**src/prescaler_regs.svh**
```systemverilog
// register offsets, field positions, reset values and timing counts
`ifndef PRESCALER_REGS_SVH
`define PRESCALER_REGS_SVH

// register offsets
`define DIV_REG_ADDR 8'h00
`define PLL_REG_ADDR 8'h01

// divider register fields
`define UNLOCK_BIT 7
`define SEL_MSB 3
`define RSVD_MSB 6
`define RSVD_LSB 4
`define UNLOCK_WORD 8'h80
`define SEL_DIV1 4'h0
`define SEL_DIV8 4'h3
`define SEL_MAX 4'h8
`define UNLOCK_LAST 2'h3

// pll register fields
`define PLL_LOCK_BIT 0
`define PLL_EN_BIT 1
`define FAST_EN_BIT 2

// clock source code for the external clock input
`define EXT_CLK_CODE 4'h0

// timing figures and derived cycle counts at the master clock rate
`define MCLK_KHZ 250000
`define PLL_LOCK_MS 100
`define PLL_LOCK_CYCLES (`PLL_LOCK_MS * `MCLK_KHZ)
`define WDOG_OSC_KHZ 128
`define WDOG_TICK_CYCLES (`MCLK_KHZ / `WDOG_OSC_KHZ)
`define RESET_BASE_CK 14
`define WAKE_CK 6
`define SUT_FAST_US 4100
`define SUT_SLOW_US 65000
`define SUT_FAST_CYCLES (`SUT_FAST_US * (`MCLK_KHZ / 1000))
`define SUT_SLOW_CYCLES (`SUT_SLOW_US * (`MCLK_KHZ / 1000))
`define TIMER_W 26
`define DIV_CNT_W 8

`endif

```
**src/prescaler_pkg.sv**
```systemverilog
// types shared by the clock prescaler modules
package prescaler_pkg;
  typedef logic [7:0] reg_byte_t;
  typedef logic [3:0] div_sel_t;
  typedef enum logic {
    UNL_IDLE = 1'b0,
    UNL_OPEN = 1'b1
  } unlock_state_t;
  typedef enum logic [1:0] {
    SUT_SHORT = 2'b00,
    SUT_FAST = 2'b01,
    SUT_SLOW = 2'b10,
    SUT_RESV = 2'b11
  } startup_code_t;
endpackage

```
**src/prescale_if.sv**
```systemverilog
// link between the register logic and the divider core
`timescale 1ns/1ps
interface prescale_if;
  import prescaler_pkg::*;
  div_sel_t sel_req;
  logic load;
  logic sys_en;
  logic clk_level;
  div_sel_t cur_sel;
  modport core (input sel_req, input load,
    output sys_en, output clk_level, output cur_sel);
  modport ctrl (output sel_req, output load,
    input sys_en, input clk_level, input cur_sel);
endinterface

```
**src/system_clock_prescaler.sv**
```systemverilog
// system clock prescaler, clock output pin, pll lock and watchdog tick
//
// Contract
// lock flag rises only after pll enabled for the lock time, then fast clock.
// provide a 128 kHz tick as the watchdog timebase.
// external clock source used only when source fuses read 0000.
// wake delay 6 clocks; reset delay 14 clocks plus fuse-selected extra.
// external clock must not jump over 2% per cycle outside reset.
// clock-output fuse drives system clock on pin, also in reset; in reset the code enables the pin but drives it low.
// pin clock is taken after the divider.
// one divided enable feeds cpu, io, converter and flash domains.
// select codes 0..8 divide by 2^code; 9..15 reserved.
// factor changes without glitches or short periods.
// new factor active after old period plus one to two new.
// divider counts on master clock and its count is not readable.
// unlock bit set only by writing it with all other bits zero.
// software writes select within four cycles after unlocking.
// unlock clears four cycles after set or on a select write.
// rewriting unlock inside the window neither restarts nor clears it.
// software keeps interrupts off during the unlock sequence.
// select resets to 0000, or 0011 with divide-by-eight fuse.
// any select value accepted through the unlock sequence.
// select writes without unlock are ignored.
// divider register bits 6..4 read zero and ignore writes.
`timescale 1ns/1ps
`include "prescaler_regs.svh"
module system_clock_prescaler #(
  parameter int PLL_LOCK_CYCLES = `PLL_LOCK_CYCLES,
  parameter int SUT_FAST_CYCLES = `SUT_FAST_CYCLES,
  parameter int SUT_SLOW_CYCLES = `SUT_SLOW_CYCLES
) (
  // clock and reset
  input wire logic mclk_in,
  input wire logic reset_in,
  // register port
  input wire logic [7:0] addr_in,
  input wire prescaler_pkg::reg_byte_t wdata_in,
  input wire logic wr_in,
  input wire logic rd_in,
  output prescaler_pkg::reg_byte_t rdata_out,
  // fuses, high means programmed
  input wire logic [3:0] clock_source_fuses_in,
  input wire prescaler_pkg::startup_code_t startup_time_fuses_in,
  input wire logic start_divide_by_eight_fuse_in,
  input wire logic clock_output_fuse_in,
  // wake request from the sleep logic
  input wire logic wake_request_in,
  // normal i/o function of the clock output pin
  input wire logic gpio_data_in,
  input wire logic gpio_oe_in,
  // clock output pin
  output logic clock_out_pin_out,
  output logic clock_out_pin_oe_out,
  // clock domains and status
  output logic sys_clock_enable_out,
  output logic ext_clock_selected_out,
  output logic system_ready_out,
  output logic wake_ready_out,
  output logic pll_locked_flag_out,
  output logic fast_clock_enable_out,
  output logic watchdog_tick_out
);
  import prescaler_pkg::*;

  prescale_if pif ();

  unlock_state_t unl_r, unl_nxt;
  logic [1:0] ucnt_r, ucnt_nxt;
  div_sel_t sel_r, sel_nxt;
  logic load_r, load_nxt;
  logic pll_en_r, pll_en_nxt;
  logic fast_r, fast_nxt;
  reg_byte_t rdata_r, rdata_nxt;
  logic pin_r, pin_nxt;
  logic pin_oe_r, pin_oe_nxt;
  logic en_out_r, ext_r, ready_r, wake_r, lock_r, tick_r;
  logic wake_pend_r, wake_pend_nxt;
  logic div_wr;
  logic lock_done, start_done, wake_done, tick_done;
  logic [`TIMER_W-1:0] start_limit;

  // divider core
  clock_divider_core u_core (
    .mclk_in(mclk_in),
    .reset_in(reset_in),
    .pif(pif.core)
  );

  assign pif.sel_req = sel_r;
  assign pif.load = load_r;

  // pll lock timer runs while the pll is enabled
  cycle_timer u_lock (
    .mclk_in(mclk_in),
    .reset_in(reset_in),
    .run_in(pll_en_r),
    .periodic_in(1'b0),
    .limit_in(`TIMER_W'(PLL_LOCK_CYCLES)),
    .done_out(lock_done)
  );

  // reset delay: 14 clocks plus the startup fuse extra
  always_comb begin
    unique case (startup_time_fuses_in)
      SUT_SHORT: start_limit = `TIMER_W'(`RESET_BASE_CK);
      SUT_FAST: start_limit = `TIMER_W'(`RESET_BASE_CK + SUT_FAST_CYCLES);
      SUT_SLOW: start_limit = `TIMER_W'(`RESET_BASE_CK + SUT_SLOW_CYCLES);
      SUT_RESV: start_limit = `TIMER_W'(`RESET_BASE_CK + SUT_SLOW_CYCLES);
    endcase
  end

  cycle_timer u_start (
    .mclk_in(mclk_in),
    .reset_in(reset_in),
    .run_in(1'b1),
    .periodic_in(1'b0),
    .limit_in(start_limit),
    .done_out(start_done)
  );

  // wake-up delay of 6 clocks
  cycle_timer u_wake (
    .mclk_in(mclk_in),
    .reset_in(reset_in),
    .run_in(wake_pend_r),
    .periodic_in(1'b0),
    .limit_in(`TIMER_W'(`WAKE_CK - 1)),
    .done_out(wake_done)
  );

  // 128 kHz tick for the watchdog, counted on the master clock
  cycle_timer u_wdog (
    .mclk_in(mclk_in),
    .reset_in(reset_in),
    .run_in(1'b1),
    .periodic_in(1'b1),
    .limit_in(`TIMER_W'(`WDOG_TICK_CYCLES - 1)),
    .done_out(tick_done)
  );

  // unlock window and divider select update
  always_comb begin
    div_wr = wr_in && (addr_in == `DIV_REG_ADDR);
    unl_nxt = unl_r;
    ucnt_nxt = ucnt_r;
    sel_nxt = sel_r;
    load_nxt = 1'b0;
    unique case (unl_r)
      UNL_IDLE: begin
        if (div_wr && (wdata_in == `UNLOCK_WORD)) begin
          unl_nxt = UNL_OPEN;
          ucnt_nxt = 2'h0;
        end
      end
      UNL_OPEN: begin
        if (div_wr && !wdata_in[`UNLOCK_BIT]) begin
          sel_nxt = wdata_in[`SEL_MSB:0];
          load_nxt = 1'b1;
          unl_nxt = UNL_IDLE;
        end else if (ucnt_r == `UNLOCK_LAST) begin
          unl_nxt = UNL_IDLE;
        end else begin
          ucnt_nxt = ucnt_r + 2'h1;
        end
      end
    endcase
  end

  // pll control, fast clock gated by lock, wake request
  always_comb begin
    pll_en_nxt = pll_en_r;
    fast_nxt = fast_r;
    if (wr_in && (addr_in == `PLL_REG_ADDR)) begin
      pll_en_nxt = wdata_in[`PLL_EN_BIT];
      fast_nxt = wdata_in[`FAST_EN_BIT] && lock_done;
    end
    // drop the fast clock once the pll is off, no later than lock falls
    if (!lock_done || !pll_en_r) begin
      fast_nxt = 1'b0;
    end
    wake_pend_nxt = wake_pend_r;
    if (wake_request_in) begin
      wake_pend_nxt = 1'b1;
    end else if (wake_done) begin
      wake_pend_nxt = 1'b0;
    end
  end

  // read data and pin drive
  always_comb begin
    rdata_nxt = 8'h00;
    if (rd_in && (addr_in == `DIV_REG_ADDR)) begin
      rdata_nxt[`UNLOCK_BIT] = (unl_r == UNL_OPEN);
      rdata_nxt[`SEL_MSB:0] = sel_r;
    end else if (rd_in && (addr_in == `PLL_REG_ADDR)) begin
      rdata_nxt[`PLL_LOCK_BIT] = lock_done;
      rdata_nxt[`PLL_EN_BIT] = pll_en_r;
      rdata_nxt[`FAST_EN_BIT] = fast_r;
    end
    if (clock_output_fuse_in) begin
      pin_nxt = pif.clk_level;
      pin_oe_nxt = 1'b1;
    end else begin
      pin_nxt = gpio_data_in;
      pin_oe_nxt = gpio_oe_in;
    end
  end

  // control registers, select reset follows the divide-by-eight fuse
  always_ff @(posedge mclk_in) begin
    if (reset_in) begin
      unl_r <= UNL_IDLE;
      ucnt_r <= 2'h0;
      sel_r <= start_divide_by_eight_fuse_in ? `SEL_DIV8 : `SEL_DIV1;
      load_r <= 1'b0;
      pll_en_r <= 1'b0;
      fast_r <= 1'b0;
      wake_pend_r <= 1'b0;
      rdata_r <= 8'h00;
    end else begin
      unl_r <= unl_nxt;
      ucnt_r <= ucnt_nxt;
      sel_r <= sel_nxt;
      load_r <= load_nxt;
      pll_en_r <= pll_en_nxt;
      fast_r <= fast_nxt;
      wake_pend_r <= wake_pend_nxt;
      rdata_r <= rdata_nxt;
    end
  end

  // output flops; in reset the pin is enabled only with the clock-output fuse, and is driven low
  always_ff @(posedge mclk_in) begin
    pin_r <= reset_in ? 1'b0 : pin_nxt;
    pin_oe_r <= reset_in ? clock_output_fuse_in : pin_oe_nxt;
    if (reset_in) begin
      en_out_r <= 1'b0;
      ext_r <= 1'b0;
      ready_r <= 1'b0;
      wake_r <= 1'b0;
      lock_r <= 1'b0;
      tick_r <= 1'b0;
    end else begin
      en_out_r <= pif.sys_en;
      ext_r <= (clock_source_fuses_in == `EXT_CLK_CODE);
      ready_r <= start_done;
      wake_r <= wake_done && wake_pend_r;
      lock_r <= lock_done;
      tick_r <= tick_done;
    end
  end

  assign rdata_out = rdata_r;
  assign clock_out_pin_out = pin_r;
  assign clock_out_pin_oe_out = pin_oe_r;
  assign sys_clock_enable_out = en_out_r;
  assign ext_clock_selected_out = ext_r;
  assign system_ready_out = ready_r;
  assign wake_ready_out = wake_r;
  assign pll_locked_flag_out = lock_r;
  assign fast_clock_enable_out = fast_r;
  assign watchdog_tick_out = tick_r;

  unlock_set_a: assert property (@(posedge mclk_in) disable iff (reset_in)
    div_wr && (wdata_in == `UNLOCK_WORD) && (unl_r == UNL_IDLE)
    |=> (unl_r == UNL_OPEN)) else $error("unlock not set");
  unlock_bad_a: assert property (@(posedge mclk_in) disable iff (reset_in)
    div_wr && wdata_in[`UNLOCK_BIT] && (wdata_in[6:0] != 7'h00)
    && (unl_r == UNL_IDLE) |=> (unl_r == UNL_IDLE))
    else $error("unlock set by dirty write");
  unlock_timeout_a: assert property (@(posedge mclk_in) disable iff (reset_in)
    $rose(unl_r) |-> ##4 (unl_r == UNL_IDLE))
    else $error("unlock window not four cycles");
  no_restart_a: assert property (@(posedge mclk_in) disable iff (reset_in)
    (unl_r == UNL_OPEN) && (ucnt_r == 2'h1) && div_wr
    && (wdata_in == `UNLOCK_WORD) |=> (unl_r == UNL_OPEN) ##2
    (unl_r == UNL_IDLE)) else $error("rewrite changed window");
  sel_load_a: assert property (@(posedge mclk_in) disable iff (reset_in)
    div_wr && (unl_r == UNL_OPEN) && !wdata_in[`UNLOCK_BIT]
    |=> (sel_r == $past(wdata_in[3:0])) && (unl_r == UNL_IDLE))
    else $error("select not loaded");
  sel_locked_a: assert property (@(posedge mclk_in) disable iff (reset_in)
    (unl_r == UNL_IDLE) |=> $stable(sel_r))
    else $error("select changed while locked");
  rsvd_zero_a: assert property (@(posedge mclk_in) disable iff (reset_in)
    rd_in && (addr_in == `DIV_REG_ADDR) |=> (rdata_out[6:4] == 3'h0))
    else $error("reserved bits not zero");
  pin_drive_a: assert property (@(posedge mclk_in) disable iff (reset_in)
    clock_output_fuse_in ##1 clock_output_fuse_in |->
    clock_out_pin_oe_out && (clock_out_pin_out == $past(pif.clk_level)))
    else $error("clock not on pin");
  ext_sel_a: assert property (@(posedge mclk_in) disable iff (reset_in)
    ##1 ext_clock_selected_out == ($past(clock_source_fuses_in) == 4'h0))
    else $error("external source decode wrong");
  fast_gate_a: assert property (@(posedge mclk_in) disable iff (reset_in)
    fast_clock_enable_out |-> lock_done)
    else $error("fast clock without lock");
endmodule

```
**src/cycle_timer.sv**
```systemverilog
// run-gated cycle counter, one-shot or periodic
`timescale 1ns/1ps
`include "prescaler_regs.svh"
module cycle_timer (
  // clock and reset
  input wire logic mclk_in,
  input wire logic reset_in,
  // control
  input wire logic run_in,
  input wire logic periodic_in,
  input wire logic [`TIMER_W-1:0] limit_in,
  // status
  output logic done_out
);
  logic [`TIMER_W-1:0] cnt_r, cnt_nxt;
  logic done_r, done_nxt;

  // count while run is high, flag when the limit is reached
  always_comb begin
    cnt_nxt = cnt_r;
    done_nxt = done_r;
    if (!run_in) begin
      cnt_nxt = '0;
      done_nxt = 1'b0;
    end else if (cnt_r == limit_in) begin
      done_nxt = 1'b1;
      if (periodic_in) begin
        cnt_nxt = '0;
      end
    end else begin
      cnt_nxt = cnt_r + 1'b1;
      if (periodic_in) begin
        done_nxt = 1'b0;
      end
    end
  end

  // state registers
  always_ff @(posedge mclk_in) begin
    if (reset_in) begin
      cnt_r <= '0;
      done_r <= 1'b0;
    end else begin
      cnt_r <= cnt_nxt;
      done_r <= done_nxt;
    end
  end

  assign done_out = done_r;
endmodule

```
**src/clock_divider_core.sv**
```systemverilog
// power-of-two divider on the master clock with glitch-free switching
`timescale 1ns/1ps
`include "prescaler_regs.svh"
module clock_divider_core (
  // clock and reset
  input wire logic mclk_in,
  input wire logic reset_in,
  // link to the register logic
  prescale_if.core pif
);
  import prescaler_pkg::*;

  logic [`DIV_CNT_W-1:0] cnt_r, cnt_nxt;
  div_sel_t cur_r, cur_nxt;
  logic pend_r, pend_nxt;
  logic en_r, en_nxt;
  logic lvl_r, lvl_nxt;
  logic [`DIV_CNT_W:0] mask_full;
  logic [`DIV_CNT_W-1:0] mask;
  logic term;
  logic [2:0] idx;

  // terminal count of the running setting; reserved codes act as 256
  always_comb begin
    mask_full = (9'h001 << cur_r) - 9'h001;
    mask = mask_full[`DIV_CNT_W-1:0];
    term = ((cnt_r & mask) == mask);
    cnt_nxt = cnt_r + 1'b1;
    cur_nxt = cur_r;
    pend_nxt = pend_r;
    en_nxt = term;
    // new factor only at a period boundary, then a full new period
    if (term && (pend_r || pif.load)) begin
      cur_nxt = (pif.sel_req > `SEL_MAX) ? `SEL_MAX : pif.sel_req;
      cnt_nxt = '0;
      pend_nxt = 1'b0;
    end else if (pif.load) begin
      pend_nxt = 1'b1;
    end
    idx = 3'(cur_nxt - 4'h1);
    if (cur_nxt == `SEL_DIV1) begin
      lvl_nxt = ~lvl_r;
    end else begin
      lvl_nxt = cnt_nxt[idx];
    end
  end

  // ripple-style count kept as one synchronous counter on mclk
  always_ff @(posedge mclk_in) begin
    if (reset_in) begin
      cnt_r <= '0;
      cur_r <= (pif.sel_req > `SEL_MAX) ? `SEL_MAX : pif.sel_req;
      pend_r <= 1'b0;
      en_r <= 1'b0;
      lvl_r <= 1'b0;
    end else begin
      cnt_r <= cnt_nxt;
      cur_r <= cur_nxt;
      pend_r <= pend_nxt;
      en_r <= en_nxt;
      lvl_r <= lvl_nxt;
    end
  end

  assign pif.sys_en = en_r;
  assign pif.clk_level = lvl_r;
  assign pif.cur_sel = cur_r;

  // factor only changes where the old period ends
  switch_edge_a: assert property (@(posedge mclk_in) disable iff (reset_in)
    $changed(cur_r) |-> $past(term)) else $error("divider switched mid-period");
  // a pending change lands within one longest old period
  switch_time_a: assert property (@(posedge mclk_in) disable iff (reset_in)
    $rose(pend_r) |-> ##[1:256] !pend_r) else $error("divider change stuck");
endmodule

```
**config.mk**
```make
export PLATFORM = sky130hd
export DESIGN_NAME = system_clock_prescaler
export DESIGN_NICKNAME = d
export VERILOG_FILES = /design/src/prescaler_pkg.sv /design/src/prescale_if.sv /design/src/system_clock_prescaler.sv /design/src/cycle_timer.sv /design/src/clock_divider_core.sv
export VERILOG_INCLUDE_DIRS = /design/src
export SDC_FILE = /design/constraint.sdc
export NUM_CORES = 1
export LEC_CHECK = 0
export ABC_AREA = 1
export BUFFER_PORTS_ARGS = -buffer_cell sky130_fd_sc_hd__buf_4
export CAP_MARGIN = 10
export CORE_MARGIN = 3
export CORE_UTILIZATION = 40
export DETAILED_ROUTE_END_ITERATION = 10
export PLACE_DENSITY_LB_ADDON = 0.05
export SLEW_MARGIN = 0
export SYNTH_ARGS = -nofsm -noshare
export SYNTH_HDL_FRONTEND = slang
export SYNTH_HIERARCHICAL = 1
export SYNTH_SLANG_ARGS = --single-unit
```
**constraint.sdc**
```tcl
create_clock -name mclk_in -period 2.45 [get_ports mclk_in]
set_clock_uncertainty 0.1 [all_clocks]
set_input_delay 0.245 -clock mclk_in [delete_from_list [all_inputs] [get_ports mclk_in]]
set_output_delay 0.245 -clock mclk_in [all_outputs]
set_load 0.02 [all_outputs]
```
* After elaboration in Yosys (flattened, before gate mapping)
Index checks and enable logic that the tools add are counted.
** Cells by class
- $add $sub $neg :: 8
- $mul :: 0
- Divide/modulo/power cells :: 0
- Magnitude comparators :: 2
- Equal/unequal tests :: 14
- Shift-type cells :: 1
- Mux-type cells :: 29
- Bitwise operators :: 6
- Reductions and logical operators :: 31
** Operator list (count)
- adder 26 x 1 -> 26 bit (second input constant) :: 4
- one-hot mux 26 bit (3 select lines) :: 1
- == test 26 x 11 -> 1 bit (second input constant) :: 1
- == test 26 x 25 -> 1 bit (second input constant) :: 1
- == test 26 bit :: 1
- == test 26 x 3 -> 1 bit (second input constant) :: 1
- two-way mux 4 bit :: 6
- OR reduction 2 bit :: 8
- two-way mux 1 bit :: 12
- logical AND 1 bit :: 9
- adder 8 x 1 -> 8 bit (second input constant) :: 1
- bitwise AND 8 bit :: 1
- == test 8 x 1 -> 1 bit (second input constant) :: 1
- == test 8 bit :: 1
- == test 8 bit (second input constant) :: 1
- logical NOT 4 bit :: 2
- logical NOT 8 bit :: 1
- two-way mux 2 bit :: 4
- two-way mux 8 bit :: 1
- << shifter 1 x 4 -> 8 bit (first input constant) :: 1
- subtractor 8 x 1 -> 8 bit (second input constant) :: 1
- == test 2 bit (second input constant) :: 3
- two-way mux 3 bit :: 2
- inequality test 2 bit (second input constant) :: 3
- other kinds (15) :: 24
** Storage, ports and cells
- Flip-flop bits (word level) :: 150
- Latch bits :: 0
- RAM bits :: 0
- Memory bits (read-only) :: 0
- Input port bits :: 31
- Output and inout port bits :: 17
- Logic and storage cells :: 122
- Memories kept :: 0

* Depth between registers and ports, before layout
- Depth in word-level cells :: 10
- Depth in mapped cells :: 24
- Mapped depth without buffers :: 22

* Cells and area by module
The synthesis kept the hierarchy.
** Modules (own cells, without submodules)
- cycle_timer :: instances 4, cells an instance 364, area each 2243.4 um2, sequential area each 540.5 um2
- clock_divider_core :: instances 1, cells an instance 185, area each 1122.3 um2, sequential area each 300.3 um2
- system_clock_prescaler :: instances 1, cells an instance 128, area each 1014.7 um2, sequential area each 520.5 um2

* Worst setup path before layout
OpenSTA, ideal clock, no wires.
- Kind :: register -> register
- Start point :: register u_core.cur_r[0], in the netlist u_core/pif.cur_sel[0]
- End point :: register u_core.lvl_r, in the netlist u_core/pif.clk_level
- Setup time :: 0.109 ns
- Data arrival time :: 2.467 ns
- Data required time :: 2.241 ns
- Setup slack :: -0.227 ns
- Cell stages (with the launch flop) :: 24
- Buffers on the path :: 2
- Clock period less this slack :: 2.677 ns
- Cell sequence :: dfxtp_1 buf_4 nor2_4 nand2_1 ha_1 inv_1 nand2_1 nand2_1 nor2_1 nand3_1 nor2_2 nand4_2 buf_6 clkinv_2 nand2_2 nor2_1 a21oi_1 ha_1 inv_1 nand3_1 nand3_1 nand3_1 nand2_1 inv_1
** Between the ends
- Cells in the longest elaborated chain, start to end :: 10
- Elaborated cells between the ends (all ways) :: 12
- Those cells by class :: add/sub (2); eq/ne (1); shift (1); mux (5); bitwise (1); reduce/logical (2)
** RTL lines
- start, declared :: RTL line clock_divider_core.sv:14 : div_sel_t cur_r, cur_nxt;
- start signal, assigned :: RTL line clock_divider_core.sv:52 : cur_r <= (pif.sel_req > `SEL_MAX) ? `SEL_MAX : pif.sel_req;
- start signal, assigned :: RTL line clock_divider_core.sv:58 : cur_r <= cur_nxt;
- << shifter 1 x 4 -> 8 bit :: RTL line clock_divider_core.sv:25 : mask_full = (9'h001 << cur_r) - 9'h001;
- subtractor 8 x 1 -> 8 bit :: RTL line clock_divider_core.sv:25
- bitwise AND 8 bit :: RTL line clock_divider_core.sv:27 : term = ((cnt_r & mask) == mask);
- == test 8 bit :: RTL line clock_divider_core.sv:27
- logical AND 1 bit :: RTL line clock_divider_core.sv:33 : if (term && (pend_r || pif.load)) begin
- two-way mux 4 bit :: RTL line clock_divider_core.sv:33
- subtractor 3 x 1 -> 3 bit :: RTL line clock_divider_core.sv:40 : idx = 3'(cur_nxt - 4'h1);
- binary-select mux 1 bit (select 3 bit) :: RTL line clock_divider_core.sv:44 : lvl_nxt = cnt_nxt[idx];
- two-way mux 1 bit (not written as such) :: RTL line clock_divider_core.sv:44
- two-way mux 1 bit (*) :: RTL line clock_divider_core.sv:41 : if (cur_nxt == `SEL_DIV1) begin
- end signal, assigned :: RTL line clock_divider_core.sv:61 : lvl_r <= lvl_nxt;
- end, declared :: RTL line clock_divider_core.sv:17 : logic lvl_r, lvl_nxt;
Every way passes the cells marked *; elsewhere a longest branch is shown, timed or not. The select of a mux whose other input is x is not followed.
A chain may end at the register's enable or synchronous reset.

* Worst setup path in the final report
- Start point :: register u_core.cur_r[3], in the netlist u_core/pif.cur_sel[3]
- End point :: register u_core.lvl_r, in the netlist u_core/pif.clk_level
Same word-level chain as after synthesis.

==> results.md <==
- Internal Power: ~4.4 mW
- Largest fanout on the critical path: 4
- Area of the multi-input gates: 0.00714 mm2
- Fin Setup TNS: -169 ps
- Adder-Cell Fraction of Synth Area: 0.0146
- Register area: 0.00299 mm2
- Via count: 10569
- Synth warnings: 6
- Mux cell area share after synthesis: 0
- Proportion of power drawn by combinational gates: 0.103
- Crit path capture type: flop
- Power per cell area: 452 mW/mm2
- Outcome: finished, violations left
- Final hold vios: 0
- Min-delay src: wdata_in[3]
- GR peak layer: met2
- Mapped Cells: approximately 1800
- Final setup vio count: 1
- Final GP Congestion: roughly 0.84
- Hold Crit Class: input port to flop
- WHS Endpoint: pif.sel_req[3]$_SDFFCE_PP0P_
- Synth area leader: dfxtp_1
- Hold depth: 3
- Critical path required time: 2680 ps
- Synth Cell Area: about 0.011 mm2
- Switch share: 0.245
- Crit start category: flop
- Worst Tran Pin Value: 813 ps
- Met2 Use GR: 0.316
- CTS tree: built
- Complex-gate fraction of the synthesized area: 0.0669
- Critical path arrival: ~2900 ps
- EDFF count, synth: 4
- Clock Latency Late Sink: 430 ps
- Final worst slack: -169 ps
- Die Y: around 170 um
- Sequential Power Share: 0.422
- R2R cell count: 22
- # clock sinks: approximately 150
- Post-Synth Simple-Gate Area: 0.422
- Max-slew violation count: 0
- Synthesized area per cell: roughly 6.3 um2
- Synth Area in XOR/XNOR: 0.0867
- NumNets Final: 1974
- Met3 GRT Util: 0.0294
- Worst vdd ir: 0.271 mV
- CTS Buf Count: 17
- Register area share after synthesis: 0.268
- Synth top area share: 0.258
- Reg2reg setup slack: -170 ps
- Largest cells by area after synthesis: dfxtp_1, nand2_1, inv_1
- GRT met1 Usage: 0.238
- First-pass GRT wire length: 46600 um
- Distinct cells, synth: 37
- Core Region: 0.0271 mm2
- DRC violations left: 0
- Max H-tree Level: 4
- #FFs+latches synth: 147
- Global-route usage over all layers: 0.183
- CTS clk-pin slew, worst paths: approximately 60 ps
- Synth async-reset ratio: 0
- Setup CP Type: flop to flop
- Minimum clock period: roughly 2600 ps
- Vias per cell: about 4.6
- Pwr Total: about 6 mW
- Primary FF master, synth: dfxtp_1
- Most frequent cell after synthesis: nand2_1
- Clock share of power: 0.474
- Failing checks: setup timing
- RSZ-0062 raised after global routing: yes
- Std-Cell Rows: 60
- Reg-to-Reg End: u_core/pif.clk_level$_SDFF_PP0_
- Hold WS: between 30 and 40 ps
- Critical R2R Launch: u_core/pif.cur_sel[3]$_DFF_P_
- Die X: roughly 170 um
- Synth cell count leaders: nand2_1, inv_1, nor2_1
- Layout cells sized above 1: 0.111
- IO Count: 48
- Port Buffers: 44
- GR Overflow Total: 0
- Relative slew slack: 0.454
- Largest net degree at the start of global routing: 34
- Initial Util: 0.410
- Detailed-route wire length per cell: 11.6 um
- Largest family of logic cells by synthesized area: simple AND/OR/NAND/NOR gates
- Drt first pass iters: 7
- # fillers: about 2800
- Final period utilization: 1.07
- Synth-to-layout area growth: 16.0%
- Post-route ant nets: 0
- DRT iter0 DRCs: between 500 and 600
- Vias in the first global route: 9727
- Die area: roughly 0.03 mm2
- Final WL: 26900 um
- Clk buf depth: 2
- Achievable frequency: about 380 MHz
- # diodes: 0
- Clock tree root driver cell: clkbuf_16
- Sw Pwr: 1.43 mW
- Max cap viols: 0
- Initial antenna violation count: 0
- Dpl hpwl: between 15000 and 20000 um
- Leakage power: between 5 and 6 nW
==> worst max path at each step <==
stage                                        startpoint                               to  slack (ps)
after floorplan           u_core/pif.cur_sel[0]$_DFF_P_  u_core/pif.clk_level$_SDFF_PP0_        -170
after global placement    u_core/pif.cur_sel[2]$_DFF_P_  u_core/pif.clk_level$_SDFF_PP0_        -160
after detailed placement  u_core/pif.cur_sel[2]$_DFF_P_  u_core/pif.clk_level$_SDFF_PP0_        -210
after CTS                 u_core/pif.cur_sel[3]$_DFF_P_  u_core/pif.clk_level$_SDFF_PP0_        -120
after global routing      u_core/pif.cur_sel[3]$_DFF_P_  u_core/pif.clk_level$_SDFF_PP0_        -370
final                     u_core/pif.cur_sel[3]$_DFF_P_  u_core/pif.clk_level$_SDFF_PP0_        -170
==> power by group through the flow <==
stage          Combinational, mW  Clock (mW)  Sequential [mW]
6_report                   0.601        2.77             2.46
5_1_grt                    0.684        2.94             2.47
4_1_cts                    0.571        2.85             2.46
3_5_place_dp               0.530           0             2.52
3_3_place_gp               0.527           0             2.52
2_1_floorplan              0.384           0             2.51
==> final cells by class <==
type	instances	share of cell area
Inverter	253	0.0741
Tap cell	372	0.0361
Timing Repair Buffer	89	0.0574
Clock buffer	21	0.0350
Clock inverter	8	0.0120
Sequential cell	147	0.232
Multi-Input combinational cell	1422	0.554
==> logic make-up (layout without fill, tap and decap cells) <==
family,Yosys count,after routing
buffers and inverters,330,371
AOI/OAI and AO/OA,142,142
adders and majority gates,13,13
DFF,147,147
xor gates and xnor gates,110,110
other,2,132
and+or+nand+nor,1025,1025
==> cell usage in the layout (no fill, tap or decap), types with 13 or more instances in the layout <==
master,Yosys,layout
inv_2,25,27
nand2_2,11,14
clkbuf_16,0,17
nor2_1,191,189
nand4_1,121,121
inv_1,211,209
nand2_1,547,543
nand3_1,76,75
buf_4,12,71
xnor2_1,56,56
xor2_1,54,54
nor3_1,15,15
nand3_2,12,13
a21oi_1,116,115
o21ai_0,15,15
conb_1,2,132
nor2_2,18,19
dfxtp_1,143,141
clkinv_1,16,16
==> registers in the layout, summed over array words and instances, names as in the netlist, 2 cells and up <==
register and flops:
pif.sel_req 4, rdata_out 5, u_core/cnt_r 8, u_core/pif.cur_sel 4, u_lock/cnt_r 26, u_start/cnt_r 26, u_wake/cnt_r 26, u_wdog/cnt_r 26
ucnt_r 2
==> through the flow <==
step / cells / util / worst slack, ps / cell area (um2)
after floorplan: 1899 / - / -173 / 11600
final: 2312 / 0.476 / -169 / 12900
after CTS: 2311 / 0.474 / -117 / 12800
after global placement: 2268 / 0.445 / -155 / 12100
after detailed placement: 2268 / 0.445 / -213 / 12100
after global routing: 2312 / 0.476 / -370 / 12900
==> per-layer routing <==
layer / vias up / share of wire
met5: - / 0
met4: 0 / 0.011
met3: 17 / 0.031
met1: 4660 / 0.49
li1: 5748 / -
met2: 144 / 0.47
==> critical path, stage by stage, from the launching register on <==
cell,delay [ps]
dfxtp_2,330
nor2_4,150
nand3_2,110
ha_4,280
inv_2,30
nand2_2,50
nand2_2,60
nor2_2,80
nand3_1,80
nor2_2,150
nand4_4,130
clkinv_4,90
nand2_4,50
nor2_4,110
a21oi_4,50
ha_4,270
nand2_2,40
nor2_1,90
nor2_1,50
nand2_1,50
nand3_1,60
nand2_1,60
inv_1,30
==> timing repair <==
action                                  in CTS  in global routing
endpoints found under the setup margin       1                  2
hold buffers                                11                  0
resized for setup                            7                 11
pin swaps                                   10                  6
endpoints found under the hold margin        7                  0
setup buffers                                3                  1
Note: power is estimated with default switching activity, not from simulation.
